## config.mk

```make
export PLATFORM = sky130hd
export DESIGN_NAME = rtf_front_end
export DESIGN_NICKNAME = d
export VERILOG_FILES = /design/src/core/rtf_pkg.sv /design/src/core/rtf_front_end.sv /design/src/core/rtf_range_chk.sv /design/src/core/rtf_sync3.sv
export SDC_FILE = /design/constraint.sdc
export NUM_CORES = 1
export LEC_CHECK = 0
export ABC_AREA = 1
export BUFFER_PORTS_ARGS = -buffer_cell sky130_fd_sc_hd__buf_2
export CAP_MARGIN = 40
export CORE_ASPECT_RATIO = 0.7
export CORE_MARGIN = 5
export CORE_UTILIZATION = 30
export CTS_CLUSTER_SIZE = 24
export DETAILED_ROUTE_END_ITERATION = 10
export PLACE_DENSITY_LB_ADDON = 0.1
export SLEW_MARGIN = 15
export SYNTH_ARGS = -nofsm -noshare
export SYNTH_HDL_FRONTEND = slang
export SYNTH_SLANG_ARGS = --single-unit
```

## constraint.sdc

```tcl
create_clock -name core_clk -period 4.4 [get_ports core_clk]
set_input_delay 0.22 -clock core_clk [delete_from_list [all_inputs] [get_ports core_clk]]
set_output_delay 0.22 -clock core_clk [all_outputs]
set_load 0.02 [all_outputs]
```

## src/core/rtf_pkg.sv

```systemverilog
// constants and types shared by the remote telegram front end
//
// Functional notes
// (RULE1) accept address 0 always, 1 only strict
// (RULE2) first byte 2..41 is a protocol error
// (RULE3) first byte 42 or above goes to text parser
// (RULE4) compliance setting at 10013, legacy default, nonvolatile
// (RULE5) strict responses echo the request address
// (RULE6) strict mode always uses standard coil format
// (RULE7) host switches mode via address 0 first
// (RULE8) port 502 carries only binary framed telegrams
// (RULE9) second socket port configurable, default 5025
// (RULE10) framed telegram: header first, no checksum
// (RULE11) full scale 100 percent equals 0xCCCC
// (RULE12) ordinary set values limited to 0xD0E5
// (RULE13) thresholds up to 0xE147, or 0xD2F1 variant
// (RULE14) msb is sign, 26214 effective steps
// (RULE15) supply loss: dc off, wait after alarm clears
// (RULE16) automatic restore turns dc on after waiting; code restores the dc state held before the loss, so dc stays off if it was off
// (RULE17) manual: host clears, waits 2 s, switches on
// (RULE18) host waits about 12 s before clearing
// (RULE19) reject set values outside user limits
// (RULE20) rejected write keeps old value, flags error
package rtf_pkg;

	////////////////////////////////////////////////////////////////////////
	localparam logic [7:0] ADDR_BCAST = 8'h00;
	localparam logic [7:0] ADDR_UNIT = 8'h01;
	localparam logic [7:0] ERR_LO = 8'h02;
	localparam logic [7:0] ERR_HI = 8'h29;
	localparam logic [7:0] TEXT_MIN = 8'h2A;
	localparam logic [15:0] REG_COMPLIANCE = 16'h271D;
	localparam logic [15:0] TCP_BIN_PORT = 16'h01F6;
	localparam logic [15:0] TEXT_PORT_DEF = 16'h13A1;
	// bytes of framing header in front of the unit address
	localparam logic [2:0] HDR_LEN = 3'h6;

	////////////////////////////////////////////////////////////////////////
	localparam logic [15:0] FULL_SCALE = 16'hCCCC;
	localparam logic [15:0] SET_MAX = 16'hD0E5;
	localparam logic [15:0] THR_MAX_110 = 16'hE147;
	localparam logic [15:0] THR_MAX_103 = 16'hD2F1;
	localparam logic [15:0] EFF_STEPS = 16'h6666;
	localparam logic [15:0] MODE_STRICT = 16'h0001;

	////////////////////////////////////////////////////////////////////////
	localparam int unsigned CLK_HZ = 32'h017D_7840;
	localparam int unsigned ALARM_WAIT_MS = 32'h0000_2EE0;
	localparam int unsigned HOST_ON_WAIT_MS = 32'h0000_07D0;
	localparam int unsigned MS_PER_S = 32'h0000_03E8;
	localparam int unsigned ALARM_WAIT_CYC =
		ALARM_WAIT_MS * (CLK_HZ / MS_PER_S);

	////////////////////////////////////////////////////////////////////////
	typedef struct packed {
		logic sof;
		logic eof;
		logic [7:0] data;
	} rtf_byte_t;

	typedef struct packed {
		logic [15:0] reg_addr;
		logic [15:0] data;
		logic thresh;
	} rtf_wr_t;

	typedef enum logic [1:0] {
		RT_BIN = 2'h0,
		RT_TEXT = 2'h1,
		RT_ERR = 2'h2,
		RT_IGN = 2'h3
	} rtf_route_t;

	typedef enum logic [4:0] {
		RX_IDLE = 5'h01,
		RX_HDR = 5'h02,
		RX_BIN = 5'h04,
		RX_TEXT = 5'h08,
		RX_DROP = 5'h10
	} rtf_rx_state_t;

	typedef enum logic [3:0] {
		AL_RUN = 4'h1,
		AL_DOWN = 4'h2,
		AL_HOLD = 4'h4,
		AL_WAITCLR = 4'h8
	} rtf_al_state_t;

endpackage : rtf_pkg

```

## src/core/rtf_front_end.sv

```systemverilog
// telegram sorting, compliance mode, set value checks, supply loss
module rtf_front_end
	import rtf_pkg::*;
#(
	parameter int unsigned WAIT_CYCLES = ALARM_WAIT_CYC
) (
	input wire logic core_clk,
	input wire logic reset_n,
	input wire logic rx_valid,
	input wire rtf_byte_t rx_in,
	input wire logic rx_net,
	input wire logic [15:0] rx_port,
	input wire logic port_cfg_wr,
	input wire logic [15:0] port_cfg_val,
	input wire logic wr_valid,
	input wire rtf_wr_t wr_cmd,
	input wire logic [15:0] lim_min,
	input wire logic [15:0] lim_max,
	input wire logic variant_103,
	input wire logic nv_mode_in,
	input wire logic supply_loss_alarm,
	input wire logic post_alarm_restore_setting,
	input wire logic alarm_clear,
	input wire logic dc_on_req,
	input wire logic dc_off_req,
	output logic bin_valid_q,
	output rtf_byte_t bin_out_q,
	output logic bin_crc_q,
	output logic txt_valid_q,
	output rtf_byte_t txt_out_q,
	output logic proto_err_q,
	output logic [7:0] resp_addr_q,
	output logic coil_std_fmt_q,
	output logic strict_q,
	output logic nv_save_q,
	output logic [15:0] text_port_q,
	output logic wr_ack_q,
	output logic wr_err_q,
	output logic [15:0] set_code_q,
	output logic [14:0] set_eff_q,
	output logic [15:0] thr_code_q,
	output logic dc_on_q,
	output logic alarm_flag_q
);

	////////////////////////////////////////////////////////////////////////
	// first core byte decides the route of the whole telegram
	function automatic rtf_route_t classify(input logic [7:0] b,
		input logic strict, input logic framed);
		rtf_route_t r;
		r = RT_IGN;
		if (b == ADDR_BCAST || (b == ADDR_UNIT && strict)) begin
			r = RT_BIN; // see (RULE1)
		end else if (b >= ERR_LO && b <= ERR_HI) begin
			r = RT_ERR; // see (RULE2)
		end else if (b >= TEXT_MIN) begin
			// the binary port never carries text
			r = framed ? RT_ERR : RT_TEXT; // see (RULE3) see (RULE8)
		end
		return r;
	endfunction : classify

	////////////////////////////////////////////////////////////////////////
	rtf_rx_state_t rx_q, rx_d;
	logic [2:0] hdr_q, hdr_d;
	logic framed_q, framed_d;
	logic bin_valid_d, txt_valid_d, proto_err_d, bin_crc_d;
	rtf_byte_t bin_out_d, txt_out_d;
	logic [7:0] resp_addr_d;
	logic [15:0] text_port_d;
	rtf_route_t route;
	logic start_framed;

	always_comb begin
		rx_d = rx_q;
		hdr_d = hdr_q;
		framed_d = framed_q;
		bin_valid_d = 1'b0;
		txt_valid_d = 1'b0;
		proto_err_d = 1'b0;
		bin_out_d = bin_out_q;
		txt_out_d = txt_out_q;
		bin_crc_d = bin_crc_q;
		resp_addr_d = resp_addr_q;
		text_port_d = text_port_q;
		route = RT_IGN;
		start_framed = rx_net && (rx_port == TCP_BIN_PORT); // see (RULE8)
		if (port_cfg_wr) begin
			text_port_d = port_cfg_val; // see (RULE9)
		end
		if (rx_valid && rx_in.sof && start_framed) begin
			// header bytes come first; unit address follows them
			framed_d = 1'b1; // see (RULE10)
			hdr_d = 3'h1;
			rx_d = rx_in.eof ? RX_IDLE : RX_HDR;
		end else if (rx_valid && (rx_in.sof ||
			(rx_q == RX_HDR && hdr_q == HDR_LEN))) begin
			if (rx_in.sof) begin
				framed_d = 1'b0;
			end
			route = classify(rx_in.data, strict_q, framed_d);
			unique case (route)
				RT_BIN: begin
					bin_valid_d = 1'b1;
					bin_out_d = rx_in;
					bin_out_d.sof = 1'b1;
					// no trailing checksum on the framed form
					bin_crc_d = !framed_d; // see (RULE10)
					// legacy accepts only 0, so it answers with 0
					resp_addr_d = strict_q ? rx_in.data : ADDR_BCAST; // see (RULE5)
					rx_d = RX_BIN;
				end
				RT_TEXT: begin
					txt_valid_d = 1'b1;
					txt_out_d = rx_in;
					rx_d = RX_TEXT; // see (RULE3)
				end
				RT_ERR: begin
					proto_err_d = 1'b1;
					rx_d = RX_DROP;
				end
				RT_IGN: begin
					rx_d = RX_DROP;
				end
			endcase
			if (rx_in.eof) begin
				rx_d = RX_IDLE;
			end
		end else if (rx_valid) begin
			unique case (rx_q)
				RX_IDLE: begin
					rx_d = RX_IDLE;
				end
				RX_HDR: begin
					hdr_d = hdr_q + 3'h1;
				end
				RX_BIN: begin
					bin_valid_d = 1'b1;
					bin_out_d = rx_in;
				end
				RX_TEXT: begin
					txt_valid_d = 1'b1;
					txt_out_d = rx_in;
				end
				RX_DROP: begin
					rx_d = RX_DROP;
				end
				default: begin
					rx_d = RX_IDLE;
				end
			endcase
			if (rx_in.eof) begin
				rx_d = RX_IDLE;
			end
		end
	end

	always_ff @(posedge core_clk) begin
		if (!reset_n) begin
			rx_q <= RX_IDLE;
			hdr_q <= 3'h0;
			framed_q <= 1'b0;
			bin_valid_q <= 1'b0;
			txt_valid_q <= 1'b0;
			proto_err_q <= 1'b0;
			bin_out_q <= '0;
			txt_out_q <= '0;
			bin_crc_q <= 1'b1;
			resp_addr_q <= ADDR_BCAST;
			text_port_q <= TEXT_PORT_DEF; // see (RULE9)
		end else begin
			rx_q <= rx_d;
			hdr_q <= hdr_d;
			framed_q <= framed_d;
			bin_valid_q <= bin_valid_d;
			txt_valid_q <= txt_valid_d;
			proto_err_q <= proto_err_d;
			bin_out_q <= bin_out_d;
			txt_out_q <= txt_out_d;
			bin_crc_q <= bin_crc_d;
			resp_addr_q <= resp_addr_d;
			text_port_q <= text_port_d;
		end
	end

	////////////////////////////////////////////////////////////////////////
	// mode and set value writes
	logic range_ok;
	logic loaded_q, loaded_d;
	logic strict_d, nv_save_d, coil_std_fmt_d, wr_ack_d, wr_err_d;
	logic [15:0] set_code_d, thr_code_d;
	logic [14:0] set_eff_d;

	rtf_range_chk u_chk (
		.code(wr_cmd.data),
		.thresh(wr_cmd.thresh),
		.variant_103(variant_103),
		.lim_min(lim_min),
		.lim_max(lim_max),
		.ok(range_ok)
	);

	always_comb begin
		loaded_d = 1'b1;
		strict_d = strict_q;
		nv_save_d = 1'b0;
		wr_ack_d = 1'b0;
		wr_err_d = 1'b0;
		set_code_d = set_code_q;
		thr_code_d = thr_code_q;
		// stored mode is taken once, just after reset release
		if (!loaded_q) begin
			strict_d = nv_mode_in; // see (RULE4)
		end else if (wr_valid && wr_cmd.reg_addr == REG_COMPLIANCE) begin
			if (wr_cmd.data <= MODE_STRICT) begin
				strict_d = (wr_cmd.data == MODE_STRICT); // see (RULE4)
				nv_save_d = 1'b1;
				wr_ack_d = 1'b1;
			end else begin
				wr_err_d = 1'b1;
			end
		end else if (wr_valid && range_ok) begin
			wr_ack_d = 1'b1;
			if (wr_cmd.thresh) begin
				thr_code_d = wr_cmd.data;
			end else begin
				set_code_d = wr_cmd.data;
			end
		end else if (wr_valid) begin
			wr_err_d = 1'b1; // see (RULE20)
		end
		coil_std_fmt_d = strict_d; // see (RULE6)
		// msb is sign, so the dac sees half the code
		set_eff_d = set_code_d[15:1]; // see (RULE14) see (RULE11)
	end

	always_ff @(posedge core_clk) begin
		if (!reset_n) begin
			loaded_q <= 1'b0;
			strict_q <= 1'b0;
			nv_save_q <= 1'b0;
			coil_std_fmt_q <= 1'b0;
			wr_ack_q <= 1'b0;
			wr_err_q <= 1'b0;
			set_code_q <= 16'h0000;
			thr_code_q <= 16'h0000;
			set_eff_q <= 15'h0000;
		end else begin
			loaded_q <= loaded_d;
			strict_q <= strict_d;
			nv_save_q <= nv_save_d;
			coil_std_fmt_q <= coil_std_fmt_d;
			wr_ack_q <= wr_ack_d;
			wr_err_q <= wr_err_d;
			set_code_q <= set_code_d;
			thr_code_q <= thr_code_d;
			set_eff_q <= set_eff_d;
		end
	end

	////////////////////////////////////////////////////////////////////////
	// supply loss supervision
	logic alarm_s;
	rtf_al_state_t al_q, al_d;
	logic [31:0] wait_q, wait_d;
	logic dc_on_d, dc_was_q, dc_was_d, alarm_flag_d;

	rtf_sync3 u_sync (
		.core_clk(core_clk),
		.reset_n(reset_n),
		.pin(supply_loss_alarm),
		.level_q(alarm_s)
	);

	always_comb begin
		al_d = al_q;
		wait_d = wait_q;
		dc_on_d = dc_on_q;
		dc_was_d = dc_was_q;
		alarm_flag_d = alarm_flag_q;
		if (alarm_s) begin
			// a new loss always restarts the wait
			if (al_q == AL_RUN) begin
				dc_was_d = dc_on_q;
			end
			al_d = AL_DOWN;
			dc_on_d = 1'b0; // see (RULE15)
			alarm_flag_d = 1'b1;
			wait_d = 32'h0000_0000;
		end else begin
			unique case (al_q)
				AL_RUN: begin
					if (dc_off_req) begin
						dc_on_d = 1'b0;
					end else if (dc_on_req) begin
						dc_on_d = 1'b1;
					end
				end
				AL_DOWN: begin
					al_d = AL_HOLD; // see (RULE15)
				end
				AL_HOLD: begin
					// early clears are ignored; no ready signal exists
					wait_d = wait_q + 32'h0000_0001; // see (RULE18)
					if (wait_q == WAIT_CYCLES - 32'h0000_0001) begin
						if (post_alarm_restore_setting) begin
							al_d = AL_RUN;
							alarm_flag_d = 1'b0;
							dc_on_d = dc_was_q; // see (RULE16)
						end else begin
							al_d = AL_WAITCLR;
						end
					end
				end
				AL_WAITCLR: begin
					if (alarm_clear) begin
						// dc stays off until the host asks again
						al_d = AL_RUN; // see (RULE17)
						alarm_flag_d = 1'b0;
					end
				end
				default: begin
					al_d = AL_RUN;
				end
			endcase
		end
	end

	always_ff @(posedge core_clk) begin
		if (!reset_n) begin
			al_q <= AL_RUN;
			wait_q <= 32'h0000_0000;
			dc_on_q <= 1'b0;
			dc_was_q <= 1'b0;
			alarm_flag_q <= 1'b0;
		end else begin
			al_q <= al_d;
			wait_q <= wait_d;
			dc_on_q <= dc_on_d;
			dc_was_q <= dc_was_d;
			alarm_flag_q <= alarm_flag_d;
		end
	end

endmodule : rtf_front_end

```

## src/core/rtf_range_chk.sv

```systemverilog
// range check of a percentage coded set value or threshold
module rtf_range_chk
	import rtf_pkg::*;
(
	input wire logic [15:0] code,
	input wire logic thresh,
	input wire logic variant_103,
	input wire logic [15:0] lim_min,
	input wire logic [15:0] lim_max,
	output logic ok
);

	logic [15:0] top;

	always_comb begin
		top = SET_MAX; // see (RULE12)
		if (thresh) begin
			top = variant_103 ? THR_MAX_103 : THR_MAX_110; // see (RULE13)
		end
		ok = (code <= top);
		// user limits bind ordinary set values only
		if (!thresh && (code < lim_min || code > lim_max)) begin
			ok = 1'b0; // see (RULE19)
		end
	end

endmodule : rtf_range_chk

```

## src/core/rtf_sync3.sv

```systemverilog
// three stage synchroniser with agreement of the last two stages
module rtf_sync3
	import rtf_pkg::*;
(
	input wire logic core_clk,
	input wire logic reset_n,
	input wire logic pin,
	output logic level_q
);

	logic s1_q;
	logic s2_q;
	logic s3_q;
	logic level_d;

	// stage one is seen only by stage two
	always_comb begin
		level_d = level_q;
		if (s2_q == s3_q) begin
			level_d = s3_q;
		end
	end

	always_ff @(posedge core_clk) begin
		if (!reset_n) begin
			s1_q <= 1'b0;
			s2_q <= 1'b0;
			s3_q <= 1'b0;
			level_q <= 1'b0;
		end else begin
			s1_q <= pin;
			s2_q <= s1_q;
			s3_q <= s2_q;
			level_q <= level_d;
		end
	end

endmodule : rtf_sync3

```

==> tab_implementation.tex <==
\begin{tabular}{lr}
\hline
Metric & Value \\
\hline
\multicolumn{2}{l}{\textbf{Outcome}} \\
\quad Result of the run & finished clean \\
\multicolumn{2}{l}{\textbf{Yosys}} \\
\quad Count of yosys warnings during synthesis & 0 \\
\quad Syn Nets & 1,222 \\
\quad Most repeated cell in the gate-level netlist after synthesis & sky130\_fd\_sc\_hd\_\_nand2\_1 \\
\quad Synthesis-stage register bit count & 137 \\
\quad Cell type with the largest total area after synthesis & sky130\_fd\_sc\_hd\_\_dfxtp\_1 \\
\quad Leading cell types by total area after synthesis & sky130\_fd\_sc\_hd\_\_dfxtp\_1, sky130\_fd\_sc\_hd\_\_nand2\_1, sky130\_fd\_sc\_hd\_\_nor2\_1 \\
\quad Synth Area per Inst & 6.90 sq um \\
\quad Number of distinct library cells after synthesis & 43 \\
\quad Prevailing post-synth register cell & sky130\_fd\_sc\_hd\_\_dfxtp\_1 \\
\quad Async set or reset register ratio after synthesis & 0\% \\
\quad Number of enable flip-flop cells after synthesis & 0 \\
\quad Top post-synthesis cells by count & sky130\_fd\_sc\_hd\_\_nand2\_1, sky130\_fd\_sc\_hd\_\_nor2\_1, sky130\_fd\_sc\_hd\_\_inv\_1 \\
\quad Post-synthesis instance area & around 7300 sq um \\
\quad Sequential-to-total area share from yosys stat & 37.5\% \\
\quad Instance count of the mapped netlist & 1,059 \\
\quad Fraction of synthesized cell area taken by the top area cell type & 37.5\% \\
\multicolumn{2}{l}{\textbf{Global route}} \\
\quad Via count of the first global-routing pass & roughly 6,600 \\
\quad GRT Resource Usage Total & 15.9\% \\
\quad Largest net degree at the start of global routing & between 60 and 70 \\
\quad Residual overflow from global routing & 0 \\
\quad Global-route wire length before repair & 35,200 um \\
\quad Antenna violations before repair & 0 \\
\multicolumn{2}{l}{\textbf{Routing}} \\
\quad Drt first-iter violations & 377 \\
\quad Routed wire length & 22,300 um \\
\quad Residual antenna-violating net count after detailed routing & 0 \\
\quad Drc violations & 0 \\
\quad Routed wire length per instance & 13.9 um \\
\quad Total number of vias & 7,059 \\
\quad Vias per Instance & 4.41 \\
\quad First-pass DRT Iterations & 5 \\
\multicolumn{2}{l}{\textbf{STA}} \\
\quad Final setup violation count & 0 \\
\quad Hold violation total from the final report & 0 \\
\quad Tightest slew margin relative to the limit & between 50 and 60\% \\
\quad Final Max Tran Viols & 0 \\
\quad Fin crit share & 50.8\% \\
\quad Final total negative setup slack & 0 ns \\
\quad Fmax & 0.448 GHz \\
\quad Clock Skews & 0.00756 ns \\
\quad RSZ-0062 raised after global routing & no \\
\quad Shortest period the worst path allows & 2.23 ns \\
\quad Setup WS post-layout & 2.17 ns \\
\quad Actual transition at the worst max-transition pin & 0.716 ns \\
\multicolumn{2}{l}{\textbf{Worst setup path}} \\
\quad Reg-to-Reg End & bin\_out\_q[2]\$\_SDFFE\_PN0P\_ \\
\quad Reg2Reg Setup Slack & about 2.2 ns \\
\quad Critical Path Sink Type & flip-flop \\
\quad Worst path arrival time & 2.55 ns \\
\quad Crit path required time & 4.72 ns \\
\quad Critical path type & primary input to flip-flop \\
\quad Maximum fanout along the worst path & 23 \\
\quad Launching point of the worst reg2reg path & rx\_q[4]\$\_SDFFE\_PN0P\_ \\
\quad Worst Reg-to-Reg Cells & 12 \\
\quad Nature of the critical path startpoint & primary input \\
\multicolumn{2}{l}{\textbf{Layout}} \\
\quad Antenna cells & 0 \\
\quad Proportion of layout cells with a drive suffix above 1 & 23.5\% \\
\quad Post-Route Utilization & 39.4\% \\
\quad Layout filler cell count & roughly 2,600 \\
\quad Net total in the final layout & between 1,000 and 1,500 \\
\quad Filler-free cell count of the finished design & 1,601 \\
\quad Synthesis-to-finish area growth & 28.4\% \\
\multicolumn{2}{l}{\textbf{Die}} \\
\quad Area of the core & 23,800 sq um \\
\quad Vert. Die Dim & 141 um \\
\quad Initial Util & between 30 and 40\% \\
\quad Row count & 47 \\
\quad Die Span X & 197 um \\
\quad Number of top-level pins & 222 \\
\quad Die area & about 28,000 sq um \\
\multicolumn{2}{l}{\textbf{Placed design}} \\
\quad Placed wire-length estimate & 17,000 um \\
\quad Weighted congestion reported at the end of routability-driven placement & roughly 0.8 \\
\quad Number of buffer cells added on primary ports & between 200 and 250 \\
\quad Number of placed instances, taps included & 1,562 \\
\quad Worst slack after detailed placement & 1.76 ns \\
\multicolumn{2}{l}{\textbf{Power and ir drop}} \\
\quad Internal Pwr Total & 2510 uW \\
\quad Worst VDD drop & 0.266 mV \\
\quad Sequential share of power & 38.8\% \\
\quad Net Switching & 832 uW \\
\quad Share of total power in the clock network & between 40\% and 50\% \\
\quad Sw Ratio & 24.9\% \\
\quad Combinational group share of total power & 11.7\% \\
\quad Power Density & 356 nW/um\^{}2 \\
\quad Leak pwr & 0.00471 uW \\
\multicolumn{2}{l}{\textbf{Min path}} \\
\quad Start point of the worst min-delay path & port\_cfg\_val[5] \\
\quad Hold path cells & 3 \\
\quad Endpoint with the worst hold slack & text\_port\_q[5]\$\_SDFFE\_PN1P\_ \\
\quad Worst min path class & primary input to flip-flop \\
\multicolumn{2}{l}{\textbf{Clocking}} \\
\quad Reg clk slew, reported paths & approximately 0.060 ns \\
\quad Number of buffers between clock root and the deepest sink & 2 \\
\quad Clock buffers created by TritonCTS & 17 \\
\quad Clock latency on the worst-skew pair & 0.43 ns \\
\quad CTS tree & done \\
\quad CTS Sinks & 137 \\
\quad Clock Tree Root & sky130\_fd\_sc\_hd\_\_clkbuf\_16 \\
\quad H-tree depth & 4 \\
\multicolumn{2}{l}{\textbf{Job}} \\
\quad Count of maximum capacitance violations & 0 \\
\hline
\end{tabular}
==> worst max path at each step <==
stage	from	end	cells past startpoint
4_1_cts	rx_q[4]$_SDFFE_PN0P_	bin_out_q[2]$_SDFFE_PN0P_	12
6_report	wr_cmd[0]	set_code_q[10]$_SDFFE_PN0P_	13
3_3_place_gp	wr_cmd[0]	set_code_q[11]$_SDFFE_PN0P_	12
5_1_grt	wr_cmd[0]	thr_code_q[14]$_SDFFE_PN0P_	14
2_1_floorplan	wr_cmd[0]	set_code_q[0]$_SDFFE_PN0P_	12
3_5_place_dp	wr_cmd[0]	thr_code_q[13]$_SDFFE_PN0P_	14
==> through the flow <==
stage | cell area [sq um] | power (uW) | hold WS [ns]
CTS | 9390 | 3400 | 0.000669
global route | 9390 | 3490 | 0.00230
finish | 9390 | 3340 | 0.0250
floorplan | 7310 | 1550 | 0.248
global placement | 8580 | 1710 | 0.412
detailed placement | 8650 | 1710 | 0.414
==> cell families after synthesis <==
| kind of cell | count (synthesis) | synth area share (%) |
|---|---|---|
| XOR/XNOR | 5 | 0.599 |
| AND/OR/NAND/NOR | 543 | 33.4 |
| buffers and inverters | 202 | 11.7 |
| flip-flops | 137 | 37.5 |
| adder cells (fa/ha/maj) | 43 | 7.36 |
| AO/OA/AOI/OAI | 129 | 9.46 |
==> worst max-delay path, cell delays in order <==
cell and delay, ns:
sky130_fd_sc_hd__buf_2 0.11, sky130_fd_sc_hd__inv_1 0.06, sky130_fd_sc_hd__nor2_1 0.25, sky130_fd_sc_hd__inv_1 0.17
sky130_fd_sc_hd__ha_1 0.30, sky130_fd_sc_hd__nand2_1 0.05, sky130_fd_sc_hd__nor4_1 0.31, sky130_fd_sc_hd__nand2_1 0.09
sky130_fd_sc_hd__nand2_1 0.16, sky130_fd_sc_hd__nand4_2 0.35, sky130_fd_sc_hd__buf_16 0.30, sky130_fd_sc_hd__nor2_1 0.12
sky130_fd_sc_hd__nor2_1 0.05
==> flip-flops by register name, summed over array words and instances, names as in the netlist, 3 cells and up <==
| signal | cells |
|---|---|
| hdr_q | 3 |
| resp_addr_q | 8 |
| rx_q | 5 |
| thr_code_q | 16 |
| bin_out_q | 10 |
| txt_out_q | 10 |
| al_q | 4 |
| wait_q | 32 |
| text_port_q | 16 |
| set_code_q | 16 |
==> area by class of cell <==
type | count | area (sq um) | share of cell area, %
Clock buffer | 19 | 453 | 4.82
Clock inverter | 13 | 223 | 2.37
Inverter | 160 | 602 | 6.41
Multi-Input combinational cell | 720 | 3710 | 39.5
Sequential cell | 137 | 2740 | 29.2
Tap cell | 318 | 398 | 4.24
Timing Repair Buffer | 234 | 1260 | 13.4
==> power by group through the flow <==
stage                     logic (uW)  registers (uW)  clock network (uW)
after floorplan                  194            1360                   0
after global placement           383            1320                   0
after detailed placement         387            1320                   0
after CTS                        394            1300                1710
after global routing             441            1300                1750
final                            390            1300                1660
==> cells in the final DEF, fill, tap and decap left out, types with 2 or more instances in the layout <==
master	Yosys	routed
sky130_fd_sc_hd__a21o_1	3	3
sky130_fd_sc_hd__a21oi_1	73	73
sky130_fd_sc_hd__a31oi_1	3	3
sky130_fd_sc_hd__buf_16	0	2
sky130_fd_sc_hd__buf_2	8	221
sky130_fd_sc_hd__buf_4	17	4
sky130_fd_sc_hd__bufinv_16	0	6
sky130_fd_sc_hd__clkbuf_16	0	17
sky130_fd_sc_hd__clkbuf_8	0	2
sky130_fd_sc_hd__clkinv_2	1	5
sky130_fd_sc_hd__clkinvlp_4	0	3
sky130_fd_sc_hd__dfxtp_1	137	137
sky130_fd_sc_hd__dlygate4sd3_1	0	7
sky130_fd_sc_hd__ha_1	43	43
sky130_fd_sc_hd__inv_1	155	155
sky130_fd_sc_hd__inv_2	3	3
sky130_fd_sc_hd__nand2_1	236	236
sky130_fd_sc_hd__nand2_2	10	10
sky130_fd_sc_hd__nand3_1	44	44
sky130_fd_sc_hd__nand3_4	3	3
sky130_fd_sc_hd__nand3b_1	2	2
sky130_fd_sc_hd__nand4_1	16	16
sky130_fd_sc_hd__nand4_2	3	3
sky130_fd_sc_hd__nor2_1	169	169
sky130_fd_sc_hd__nor2_2	6	6
sky130_fd_sc_hd__nor2_4	6	6
sky130_fd_sc_hd__nor3_1	27	27
sky130_fd_sc_hd__nor3_2	3	3
sky130_fd_sc_hd__nor3_4	2	2
sky130_fd_sc_hd__nor4_1	10	10
sky130_fd_sc_hd__nor4_2	3	3
sky130_fd_sc_hd__o211ai_1	2	2
sky130_fd_sc_hd__o21a_1	4	4
sky130_fd_sc_hd__o21ai_0	35	35
sky130_fd_sc_hd__o21ai_1	5	5
sky130_fd_sc_hd__xor2_1	4	4
==> what timing repair did <==
action                    4_1_cts  5_1_grt
setup buffers                   0        0
hold endpoints to repair        7        0
hold buffers                    7        0
resized for setup               0        0
==> metal layers <==
layer	GRT usage (%)	up-vias	share of wire [%]	routed length, um
li1	-	3779	-	-
met2	21.4	164	39	8670
met1	24.9	3104	55	12300
met5	0	-	0	0
met4	3.06	0	0.72	161
met3	4.36	12	5.3	1180
(Power assumes the default switching activity.)
